### src/core/ecrs_pkg.sv
package ecrs_pkg;
	// core clock rate and link timing
	localparam int unsigned CORE_CLK_HZ = 100_000_000;
	localparam int unsigned LINK_CLK_HZ = 8_000_000;
	localparam int unsigned OSC_CLK_HZ = 8_000_000;
	// oscillator half period in core cycles, rounded down, at least one
	localparam int unsigned OSC_HALF_CYC_RAW = CORE_CLK_HZ / (2 * OSC_CLK_HZ);
	localparam int unsigned OSC_HALF_CYC = (OSC_HALF_CYC_RAW < 1) ? 1 : OSC_HALF_CYC_RAW;
	// link clock half period in core cycles for the controller divider
	localparam int unsigned LINK_HALF_CYC_RAW = CORE_CLK_HZ / (2 * LINK_CLK_HZ);
	localparam int unsigned LINK_HALF_CYC = (LINK_HALF_CYC_RAW < 1) ? 1 : LINK_HALF_CYC_RAW;
	// startup time on the internal oscillator, in oscillator periods (rising edges)
	localparam int unsigned STARTUP_TICKS = 64;
	// missing link clock: no rising edge within this time, ns
	localparam int unsigned LOSS_TIME_NS = 1000;
	localparam int unsigned LOSS_CYC = (LOSS_TIME_NS * (CORE_CLK_HZ / 1_000_000)) / 1000;
	// i2c bus rate bounds, Hz
	localparam int unsigned I2C_MIN_HZ = 100_000;
	localparam int unsigned I2C_MAX_HZ = 400_000;
	// controller i2c rate chosen inside the bounds
	localparam int unsigned I2C_HZ = 100_000;
	localparam int unsigned I2C_HALF_CYC = CORE_CLK_HZ / (2 * I2C_HZ);
	// controller holds system reset this long after mandatory lines rise
	localparam int unsigned REL_HOLD_CYC = 16;
	localparam int unsigned CNT_W = 16;
	typedef enum logic [1:0] {ECRS_ST_STARTUP, ECRS_ST_RUN, ECRS_ST_LOST} ecrs_state_e;
endpackage : ecrs_pkg

### src/core/ecrs_link_if.sv
`timescale 1ns/1ps
interface ecrs_link_if;
	// link pins
	logic link_clock;
	logic link_write_data;
	logic link_read_data;
	// shared open-drain reset
	logic expander_reset_n_o;
	logic expander_reset_n_oe;
	logic ctrl_reset_n_o;
	logic ctrl_reset_n_oe;
	logic expander_reset_n;
	// primary clock out
	logic expander_clock_out;
	logic expander_clock_out_oe;
	// i2c
	logic scl_o;
	logic scl_oe;
	logic sda_o;
	logic sda_oe;
	logic sda_dev_oe;
	logic scl;
	logic sda;
	assign expander_reset_n = !(expander_reset_n_oe && !expander_reset_n_o)
		&& !(ctrl_reset_n_oe && !ctrl_reset_n_o);
	assign scl = !(scl_oe && !scl_o);
	assign sda = !(sda_oe && !sda_o) && !sda_dev_oe;
	modport device (
		input link_clock,
		input link_write_data,
		output link_read_data,
		output expander_reset_n_o,
		output expander_reset_n_oe,
		input expander_reset_n,
		output expander_clock_out,
		output expander_clock_out_oe,
		input scl,
		input sda,
		output sda_dev_oe
	);
	modport ctrl (
		output link_clock,
		output link_write_data,
		input link_read_data,
		output ctrl_reset_n_o,
		output ctrl_reset_n_oe,
		input expander_reset_n,
		input expander_clock_out,
		input expander_clock_out_oe,
		output scl_o,
		output scl_oe,
		output sda_o,
		output sda_oe,
		input scl,
		input sda
	);
endinterface : ecrs_link_if

### src/core/ecrs_expander.sv
`timescale 1ns/1ps
// Functional notes
// RULE1 - startup runs from internal 8 MHz oscillator
// RULE2 - after startup, run on link_clock
// RULE3 - controller drives link_clock to every expander
// RULE4 - detect link_clock loss, self reset, pull reset
// RULE5 - after loss, digital outputs go safe
// RULE6 - primary drives oscillator on expander_clock_out
// RULE7 - non-primary expanders disable expander_clock_out
// RULE8 - external clock source: primary also disables it
// RULE9 - nobody else drives expander_reset_n; the controller pulls it low during soft_reset
// RULE10 - controller holds reset while mandatory missing
// RULE11 - faulted mandatory expander holds reset low
// RULE12 - controller treats primary as mandatory, monitors it
// RULE13 - optional reset clears only its own state
// RULE14 - link has three wires, 8 MHz, checking
// RULE15 - one dedicated link per expander
// RULE16 - i2c runs between 100 and 400 kHz
// RULE17 - controller syncs reset, releases after all mandatory
module ecrs_expander import ecrs_pkg::*; #(
	parameter bit IS_PRIMARY = 1'b1,
	parameter bit EXT_CLK_SRC = 1'b0,
	parameter int unsigned LOSS_LIMIT = LOSS_CYC
) (
	// clock and reset
	input wire logic core_clk,
	input wire logic reset,
	input wire logic clk_en,
	// link side
	ecrs_link_if.device lnk,
	// user side
	input wire logic [7:0] tx_byte,
	output logic [7:0] rx_byte,
	output logic rx_valid,
	output logic link_err,
	output logic running,
	output logic safe_state
);
	logic [1:0] lclk_sync_r;
	logic [1:0] link_write_data_sync_r;
	logic lclk_d_r;
	logic [CNT_W-1:0] osc_cnt_r;
	logic osc_clk_r;
	logic [CNT_W-1:0] start_cnt_r;
	logic [CNT_W-1:0] loss_cnt_r;
	ecrs_state_e state_r;
	logic [8:0] rx_sh_r;
	logic [3:0] rx_bits_r;
	logic [8:0] tx_sh_r;
	logic [3:0] tx_bits_r;
	logic [7:0] rx_byte_r;
	logic rx_valid_r;
	logic link_err_r;
	logic link_read_data_r;
	logic clkout_en_r;

	// synchronised link inputs
	wire lclk_s = lclk_sync_r[1];
	wire link_write_data_s = link_write_data_sync_r[1];
	wire lclk_rise = lclk_s && !lclk_d_r;
	wire osc_tick = (osc_cnt_r == CNT_W'(OSC_HALF_CYC - 1));
	wire osc_rise = osc_tick && !osc_clk_r;
	wire start_done = (start_cnt_r == CNT_W'(STARTUP_TICKS));
	wire loss_hit = (loss_cnt_r >= CNT_W'(LOSS_LIMIT));
	wire is_run = (state_r == ECRS_ST_RUN);
	wire rx_full = (rx_bits_r == 4'h8);
	// frame decode: eight data bits, odd parity last
	wire [8:0] rx_frame = {rx_sh_r[7:0], link_write_data_s};
	wire rx_par_bad = ~^rx_frame;
	wire [8:0] tx_load = {tx_byte, ~^tx_byte};

	always_ff @(posedge core_clk or posedge reset) begin
		if (reset) begin
			lclk_sync_r <= 2'h0;
			link_write_data_sync_r <= 2'h0;
			lclk_d_r <= 1'b0;
		end else if (clk_en) begin
			lclk_sync_r <= {lclk_sync_r[0], lnk.link_clock};
			link_write_data_sync_r <= {link_write_data_sync_r[0], lnk.link_write_data};
			lclk_d_r <= lclk_s;
		end
	end

	// shared reset and i2c pins, watched only
	// two flip-flops per pin before any use
	wire [2:0] pin_raw = {lnk.expander_reset_n, lnk.scl, lnk.sda};
	logic [2:0] pin_s;
	for (genvar gi = 0; gi < 3; gi++) begin : g_pin_sync
		logic [1:0] sync_r;
		always_ff @(posedge core_clk or posedge reset) begin
			if (reset) begin
				sync_r <= 2'h3;
			end else if (clk_en) begin
				sync_r <= {sync_r[0], pin_raw[gi]};
			end
		end
		assign pin_s[gi] = sync_r[1];
	end

	// internal oscillator model, divided from the core clock
	always_ff @(posedge core_clk or posedge reset) begin
		if (reset) begin
			osc_cnt_r <= '0;
			osc_clk_r <= 1'b0;
		end else if (clk_en) begin
			osc_cnt_r <= osc_tick ? '0 : osc_cnt_r + 1'b1; // see RULE1
			if (osc_tick)
				osc_clk_r <= !osc_clk_r;
		end
	end

	// startup on oscillator, then switch, then loss watch
	always_ff @(posedge core_clk or posedge reset) begin
		if (reset) begin
			state_r <= ECRS_ST_STARTUP;
			start_cnt_r <= '0;
			loss_cnt_r <= '0;
		end else if (clk_en) begin
			case (state_r)
				ECRS_ST_STARTUP: begin
					loss_cnt_r <= '0;
					if (osc_rise && !start_done)
						start_cnt_r <= start_cnt_r + 1'b1; // see RULE1
					if (start_done && lclk_rise)
						state_r <= ECRS_ST_RUN; // see RULE2
				end
				ECRS_ST_RUN: begin
					loss_cnt_r <= lclk_rise ? '0 : loss_cnt_r + 1'b1;
					if (loss_hit)
						state_r <= ECRS_ST_LOST; // see RULE4
				end
				ECRS_ST_LOST: begin
					// self reset: restart startup from the oscillator
					start_cnt_r <= '0; // see RULE4
					loss_cnt_r <= '0;
					state_r <= ECRS_ST_STARTUP;
				end
				default: state_r <= ECRS_ST_STARTUP;
			endcase
		end
	end

	// link data path, sampled on link_clock rising edges; odd parity bit last
	always_ff @(posedge core_clk or posedge reset) begin
		if (reset) begin
			rx_sh_r <= '0;
			rx_bits_r <= '0;
			rx_byte_r <= 8'h00;
			rx_valid_r <= 1'b0;
			link_err_r <= 1'b0;
			tx_sh_r <= '0;
			tx_bits_r <= '0;
			link_read_data_r <= 1'b0;
		end else if (clk_en) begin
			rx_valid_r <= 1'b0;
			if (!is_run) begin
				rx_bits_r <= '0; // see RULE5
				tx_bits_r <= '0;
				link_read_data_r <= 1'b0;
				rx_byte_r <= 8'h00;
				link_err_r <= 1'b0;
			end else if (lclk_rise) begin
				rx_sh_r <= {rx_sh_r[7:0], link_write_data_s}; // see RULE14
				if (rx_full) begin
					rx_bits_r <= '0;
					rx_byte_r <= rx_sh_r[7:0];
					rx_valid_r <= 1'b1;
					link_err_r <= rx_par_bad; // see RULE14
				end else begin
					rx_bits_r <= rx_bits_r + 1'b1;
				end
				if (tx_bits_r == 4'h0) begin
					tx_sh_r <= tx_load;
					link_read_data_r <= tx_byte[7];
					tx_bits_r <= 4'h8;
				end else begin
					tx_sh_r <= {tx_sh_r[7:0], 1'b0};
					link_read_data_r <= tx_sh_r[7];
					tx_bits_r <= tx_bits_r - 1'b1;
				end
			end
		end
	end

	// clock out enable only for the primary on its own oscillator
	always_ff @(posedge core_clk or posedge reset) begin
		if (reset)
			clkout_en_r <= 1'b0;
		else if (clk_en)
			clkout_en_r <= IS_PRIMARY && !EXT_CLK_SRC; // see RULE6, RULE7, RULE8
	end

	assign lnk.link_read_data = link_read_data_r;
	assign lnk.expander_clock_out = clkout_en_r && osc_clk_r; // see RULE6
	assign lnk.expander_clock_out_oe = clkout_en_r; // see RULE7
	// open-drain reset: pulled low until running; link clock loss pulls it low again
	assign lnk.expander_reset_n_o = 1'b0;
	assign lnk.expander_reset_n_oe = !is_run; // see RULE4, RULE11
	assign lnk.sda_dev_oe = 1'b0;
	assign rx_byte = rx_byte_r;
	assign rx_valid = rx_valid_r;
	assign link_err = link_err_r;
	assign running = is_run;
	assign safe_state = !is_run; // see RULE5
	// pins kept for the i2c slave, only watched here
	logic unused_ok;
	assign unused_ok = ^pin_s;
endmodule : ecrs_expander

### src/flat_wrapper.sv
// flat-port wrapper written by rule: the top's interface ports become plain ports
module ecrs_expander_flat import ecrs_pkg::*;
#(
	parameter bit IS_PRIMARY = 1'b1,
	parameter bit EXT_CLK_SRC = 1'b0,
	parameter int unsigned LOSS_LIMIT = LOSS_CYC
)
  (core_clk, reset, clk_en, tx_byte, rx_byte, rx_valid, link_err, running, safe_state, lnk_link_clock, lnk_link_write_data, lnk_link_read_data, lnk_expander_reset_n_o, lnk_expander_reset_n_oe, lnk_expander_clock_out, lnk_expander_clock_out_oe, lnk_sda_dev_oe);
  ecrs_link_if lnk_i ();
  input wire logic core_clk;
  input wire logic reset;
  input wire logic clk_en;
  input wire logic [7:0] tx_byte;
  output logic [7:0] rx_byte;
  output logic rx_valid;
  output logic link_err;
  output logic running;
  output logic safe_state;
  input wire logic [$bits(lnk_i.link_clock)-1:0] lnk_link_clock;
  input wire logic [$bits(lnk_i.link_write_data)-1:0] lnk_link_write_data;
  output wire logic [$bits(lnk_i.link_read_data)-1:0] lnk_link_read_data;
  output wire logic [$bits(lnk_i.expander_reset_n_o)-1:0] lnk_expander_reset_n_o;
  output wire logic [$bits(lnk_i.expander_reset_n_oe)-1:0] lnk_expander_reset_n_oe;
  output wire logic [$bits(lnk_i.expander_clock_out)-1:0] lnk_expander_clock_out;
  output wire logic [$bits(lnk_i.expander_clock_out_oe)-1:0] lnk_expander_clock_out_oe;
  output wire logic [$bits(lnk_i.sda_dev_oe)-1:0] lnk_sda_dev_oe;
  assign lnk_i.link_clock = lnk_link_clock;
  assign lnk_i.link_write_data = lnk_link_write_data;
  assign lnk_link_read_data = lnk_i.link_read_data;
  assign lnk_expander_reset_n_o = lnk_i.expander_reset_n_o;
  assign lnk_expander_reset_n_oe = lnk_i.expander_reset_n_oe;
  assign lnk_expander_clock_out = lnk_i.expander_clock_out;
  assign lnk_expander_clock_out_oe = lnk_i.expander_clock_out_oe;
  assign lnk_sda_dev_oe = lnk_i.sda_dev_oe;
  ecrs_expander #(.IS_PRIMARY(IS_PRIMARY), .EXT_CLK_SRC(EXT_CLK_SRC), .LOSS_LIMIT(LOSS_LIMIT)) u_core (.core_clk(core_clk), .reset(reset), .clk_en(clk_en), .lnk(lnk_i), .tx_byte(tx_byte), .rx_byte(rx_byte), .rx_valid(rx_valid), .link_err(link_err), .running(running), .safe_state(safe_state));
endmodule
### config.mk
export PLATFORM = sky130hd
export DESIGN_NAME = ecrs_expander_flat
export DESIGN_NICKNAME = d
export VERILOG_FILES = /design/src/core/ecrs_pkg.sv /design/src/core/ecrs_link_if.sv /design/src/core/ecrs_expander.sv /design/src/flat_wrapper.sv
export SDC_FILE = /design/constraint.sdc
export NUM_CORES = 1
export LEC_CHECK = 0
export ABC_CLOCK_PERIOD_IN_PS = 3500
export BUFFER_PORTS_ARGS = -buffer_cell sky130_fd_sc_hd__buf_2
export CAP_MARGIN = 20
export CORE_ASPECT_RATIO = 1.1
export CORE_MARGIN = 4
export CORE_UTILIZATION = 45
export CTS_CLUSTER_DIAMETER = 100
export DETAILED_ROUTE_END_ITERATION = 12
export HOLD_SLACK_MARGIN = 0.08
export PLACE_DENSITY_LB_ADDON = 0.15
export SYNTH_ARGS = -nofsm -noshare
export SYNTH_HDL_FRONTEND = slang
export SYNTH_SLANG_ARGS = --single-unit
### constraint.sdc
create_clock -name core_clk -period 3.5 [get_ports core_clk]
set_input_delay 0.35 -clock core_clk [delete_from_list [all_inputs] [get_ports core_clk]]
set_output_delay 0.35 -clock core_clk [all_outputs]
set_load 0.005 [all_outputs]
==> metrics.yaml, run 1 <==
status: "completed"
finalClockSkew_ps: 6.82
cts_made_buffers: 9
ant_nets: 0
area_growth_pct: 14.3
diodes: 0
period_needed_ps: 2230
htreeDepth: 3
r2r.worst_path.cells: 7
cellPowerDensity_nw_per_um2: 451
track_usage: 0.170
synth_seq_area_share: 0.483
cp.arrival_ps: 2440
core_area_um2: 10300
wire_per_inst_um: 14.7
multi_input_area_um2: 2280
hold_depth: 2
cts_resized: 0
synth-edff-count: 0
wl_um: 9860
insertion_delay_ps: 340
fillers: 972
whs_ps: 265
leakagePower_nw: 2.53
yosysWarnings: 0
clk_path_buf_depth: 2
syn_area_um2: 4760
synth_area_leaders: "dfrtp_1 (48%), nand2_1 (6.0%), xnor2_1 (4.4%)"
start_util: 0.460
cts_tree: "yes"
cts_setup_buffers: 0
path_max_fanout: 9
num-nets-final: 546
grt_pass1_vias: 3617
drive_above_1_share: 0.131
viasPerCell: 5.38
cts_sinks: 92
dr.pass1.iters: 4
fin_util: 0.526
ff_latch_area_um2: 2300
path_clk_slew_ps: 70
drv_slew: 0
maxCapViolCount: 0
dieArea_um2: 12300
min_path_type: "input pin to flop"
setup.worst_path.end_class: "flop"
total_power_mw: 2.45
grt_start_max_net_pins: 62
synthArstFlopShare: 1.00
timing.slew.headroom: 0.304
grt_use_met2: 0.281
busiest_layer: "met2"
rows: 39
io_pins: 31
ctsHoldBuffers: 0
synthCells: 499
worst_pin_slew_ps: 1040
setup_viol: 0
max-vdd-ir-drop_mv: 0.250
dp_hpwl_um: 6670
initialDrtViolationCount: 189
ys_ff_latch: 92
synthFlopType: "dfrtp_1"
drc_errors: 0
antenna_found_initial: 0
crit_required_ps: 3720
port_buffers: 28
period_share: 0.637
gp_congestion: 0.815
die_y_um: 116
fmax_mhz: 449
die_w_um: 106
setup_tns_ps: 0
rsz0062_at_grt: "false"
grt_pass1_wl_um: 16900
dr_total_vias: 3609
use_met3: 0.0368
synth_most_common_cell: "dfrtp_1"
worstSetupStartpointType: "flop"
syn_avg_cell_area_um2: 9.55
hold_violations: 0
cts-root-buf: "clkbuf_16"
ys_top_cells_by_count: "dfrtp_1 (92), nand2_1 (76), nor2_1 (39)"
yosys.cell_types.count: 50
yosys.area.top_type: "dfrtp_1"
synth_top_area_share: 0.483
crit_type: "flop to flop"
use_met1: 0.222
design_area_um2: 5440
grt-ovfl-total: 0
placed_area_um2: 5020
==> kinds of logic after synthesis <==
group / after synthesis / synth area share
AOI/OAI and AO/OA: 81 / 0.112
xor gates and xnor gates: 38 / 0.0699
adders and majority gates: 10 / 0.0263
buffers and inverters: 46 / 0.0397
DFF: 92 / 0.483
muxes: 19 / 0.0418
other: 1 / 0.000787
and+or+nand+nor: 212 / 0.226
==> stage by stage <==
stage / std cells / setup WS (ps)
2_1_floorplan: 500 / 758
3_3_place_gp: 652 / 917
3_5_place_dp: 652 / 856
4_1_cts: 668 / 1100
5_1_grt: 671 / 1070
6_report: 671 / 1270
==> flip-flops by register name, summed over array words and instances (netlist names) <==
register and cells:
u_core.rx_byte 8, u_core.lclk_d_r 1, u_core.lclk_sync_r 2, u_core.loss_cnt_r 16
u_core.osc_clk_r 1, u_core.lnk.expander_clock_out_oe 1, u_core.start_cnt_r 16, u_core.state_r 2
u_core.link_write_data_sync_r 2, u_core.tx_sh_r 8, u_core.lnk.link_read_data 1, u_core.tx_bits_r 4
u_core.rx_sh_r 8, u_core.link_err 1, u_core.rx_valid 1, u_core.rx_bits_r 4
u_core.osc_cnt_r 16
==> where the power goes <==
| part | leakage [nW] | switching, mW | total [mW] | internal [mW] |
|---|---|---|---|---|
| combinational | 1.15 | 0.0918 | 0.163 | 0.0712 |
| clock | 0.174 | 0.422 | 1.15 | 0.725 |
| sequential | 1.20 | 0.0459 | 1.14 | 1.10 |
==> layer usage <==
layer	share of wire	vias to the layer above
met1	0.49	1788
met4	0.0059	0
met2	0.48	22
met3	0.027	4
met5	0	-
li1	-	1795
==> final timing paths <==
path                                                to  slack, ps                start
worst max-delay path            u_core.start_cnt_r[15]       1270  u_core.osc_cnt_r[1]
worst min-delay path             u_core.lclk_sync_r[0]        270       lnk_link_clock
worst max register to register  u_core.start_cnt_r[15]       1270  u_core.osc_cnt_r[1]
worst min register to register       u_core.tx_sh_r[5]        480    u_core.tx_sh_r[5]
max in group asynchronous          u_core.rx_bits_r[1]       2210                reset
min in group asynchronous            u_core.rx_byte[7]        470                reset
==> placed cells by master, fill, tap and decap left out, types with 10 or more instances in the layout <==
| master | n |
|---|---|
| nor3_1 | 13 |
| mux2i_1 | 12 |
| nand4_1 | 18 |
| xnor2_1 | 24 |
| nand2_1 | 76 |
| inv_1 | 21 |
| dfrtp_1 | 92 |
| a22o_1 | 10 |
| o21ai_0 | 31 |
| nor4_1 | 10 |
| buf_2 | 28 |
| ha_1 | 10 |
| nor2_1 | 39 |
| xor2_1 | 14 |
| nand3_1 | 13 |
==> layout make-up <==
class                   count  share of cell area
inverters                  22              0.0154
clock buffers              10              0.0439
clock inverters             6              0.0214
well taps                 143              0.0329
repair buffers             36              0.0446
flip-flops and latches     92               0.423
multi-input cells         362               0.419
==> worst max-delay path: stages (launching register included) <==
cell and delay (ps):
dfrtp_1 410, inv_1 80, ha_1 170, nor4b_1 330, nand4_2 330, or2_1 410, o311ai_1 300, nand2_1 90
(Power assumes the default switching activity.)
==> run 2: changes to the inputs <==
--- a/config.mk
+++ b/config.mk
@@ -5,7 +5,7 @@
 export SDC_FILE = /design/constraint.sdc
 export NUM_CORES = 1
 export LEC_CHECK = 0
-export ABC_CLOCK_PERIOD_IN_PS = 3500
+export ABC_CLOCK_PERIOD_IN_PS = 2050
 export BUFFER_PORTS_ARGS = -buffer_cell sky130_fd_sc_hd__buf_2
 export CAP_MARGIN = 20
 export CORE_ASPECT_RATIO = 1.1
==> constraint.sdc (replaced) <==
create_clock -name core_clk -period 2.05 [get_ports core_clk]
set_input_delay 0.205 -clock core_clk [delete_from_list [all_inputs] [get_ports core_clk]]
set_output_delay 0.205 -clock core_clk [all_outputs]
set_load 0.005 [all_outputs]
==> run 2 against run 1 <==
Effect of this change:
- fmax is 15% higher
- hold slack got worse by 160 ps
- power is 62% higher
- clock-buffer cell count decreased by 1
- critical path type unchanged
- clock skew grew 3.1 ps
- core utilization grew 3.7 points
- critical path depth up 1
- combinational power increased to 2.8 times the previous value
- global-route usage is 0.47 points higher
- largest power group is now sequential cells
- clock power is 38% higher
- critical endpoint is now u_core.start_cnt_r[6]
==> metrics.yaml, run 2 (synthesized netlist as in run 1, its figures left out) <==
dr_total_vias: 3805
drive_above_1_share: 0.218
total_power_mw: 3.96
area_growth_pct: 22.4
fillers: 973
multi_input_area_um2: 2400
start_util: 0.460
io_pins: 31
gp_congestion: 0.856
dpl_worst_slack_ps: -287
wire_per_inst_um: 14.1
fmax_mhz: 516
grt_pass1_vias: 3703
hold_violations: 0
p_switching_mw: 1.02
worstSetupStartpointType: "flop"
power.share.clock: 0.402
r2r.worst_path.cells: 8
insertion_delay_ps: 340
hold_depth: 2
num-nets-final: 591
mostFrequentLayoutCells: "dfrtp_1 (92), nand2_1 (76), buf_4 (48)"
antenna_found_initial: 0
grt_start_max_net_pins: 93
maxCapViolCount: 0
setup.worst_path.end_class: "flop"
grt_use_met2: 0.284
dr.pass1.iters: 6
setup_viol: 0
cellPowerDensity_nw_per_um2: 680
timing.slew.headroom: 0.454
fin_util: 0.563
dp_hpwl_um: 7110
busiest_layer: "met2"
finalClockSkew_ps: 9.95
design_area_um2: 5830
cts_sinks: 92
drc_errors: 0
ff_latch_area_um2: 2300
path_clk_slew_ps: 70
status: "completed"
track_usage: 0.175
use_met3: 0.0262
worst_pin_slew_ps: 816
wl_um: 10100
period_needed_ps: 1940
grt_pass1_wl_um: 17300
p_int_mw: 2.94
leakagePower_nw: 2.77
viasPerCell: 5.31
cts-root-buf: "clkbuf_16"
diodes: 0
reg_top3: "u_core.loss_cnt_r x16, u_core.osc_cnt_r x16, u_core.start_cnt_r x16"
cp.arrival_ps: 2190
initialDrtViolationCount: 171
drv_slew: 0
min_path_type: "input pin to flop"
core_area_um2: 10300
port_buffers: 28
dp.cells: 697
layout_commonest_cell: "dfrtp_1"
max-vdd-ir-drop_mv: 0.337
crit_type: "flop to flop"
crit_required_ps: 2310
path_max_fanout: 9
period_share: 0.945
final_cells: 716
die_y_um: 116
placed_area_um2: 5380
rows: 39
swShare: 0.258
comb_power_share: 0.116
die_w_um: 106
power_frac_seq: 0.482
cts_tree: "yes"
grt-ovfl-total: 0
htreeDepth: 3
clk_path_buf_depth: 2
setup_ws_ps: 112
ant_nets: 0
dieArea_um2: 12300
cts_made_buffers: 9
use_met1: 0.232
[run 2: cell types whose count changed in the layout (fill, tap and decap cells not counted), sizes merged]
cell,previous run,this run
clkinv,1,2
clkbuf,10,9
inv,24,25
bufinv,3,0
clkinvlp,0,2
buf,35,80
[run 2: timing repair]
| item | in CTS | in global routing |
|---|---|---|
| pin swaps | 0 | 9 |
| setup endpoints to repair | 11 | 16 |
| gates cloned | 0 | 0 |
| endpoints found under the hold margin | 92 | 0 |
| hold buffers | 1 | 0 |
| gates resized for setup | 2 | 21 |
| buffers inserted | 0 | 3 |
[run 2: per-layer routing]
metal  share of wire  routed length, um
met3           0.022                223
met2            0.48               4880
met1            0.47               4800
met5               0                  0
met4           0.021                214
[run 2: worst max-delay path, cell delays in order (launching register included)]
cell	delay, ps
dfrtp_1	380
inv_1	80
ha_1	140
nor4b_1	240
and4_1	330
buf_4	220
nor2_1	80
a311o_1	300
o211ai_1	90
[run 2: cell type report]
type,count,share of cell area
sequential,92,0.395
clock inverter,7,0.00988
clock buffer,9,0.0386
inverter,22,0.0148
multi-input combinational,362,0.413
timing repair buffer,81,0.0983
tap,143,0.0307
[run 2: path summary, 6_finish.rpt]
kind,from,end,slack [ps]
worst max-delay path,u_core.start_cnt_r[0],u_core.start_cnt_r[6],110
worst min-delay path,lnk_link_write_data,u_core.link_write_data_sync_r[0],110
worst max register to register,u_core.start_cnt_r[0],u_core.start_cnt_r[6],110
worst min register to register,u_core.lnk.expander_clock_out_oe,u_core.lnk.expander_clock_out_oe,480
max in group asynchronous,reset,u_core.osc_cnt_r[12],1110
min in group asynchronous,reset,u_core.link_err,540
[run 2: power groups by stage]
stage | Combinational (mW) | Clock [mW] | Sequential, mW
after detailed placement | 0.417 | 0 | 1.94
after global placement | 0.409 | 0 | 1.94
final | 0.460 | 1.59 | 1.91
after CTS | 0.429 | 1.63 | 1.90
after floorplan | 0.231 | 0 | 1.95
after global routing | 0.518 | 1.71 | 1.92
[run 2: metrics by stage]
stage / setup TNS (ps) / hold slack, ps
final: 0 / 108
after global routing: -21.3 / 113
after CTS: 0 / 98.9
after detailed placement: -1600 / 395
after global placement: -1190 / 394
after floorplan: 0 / 357
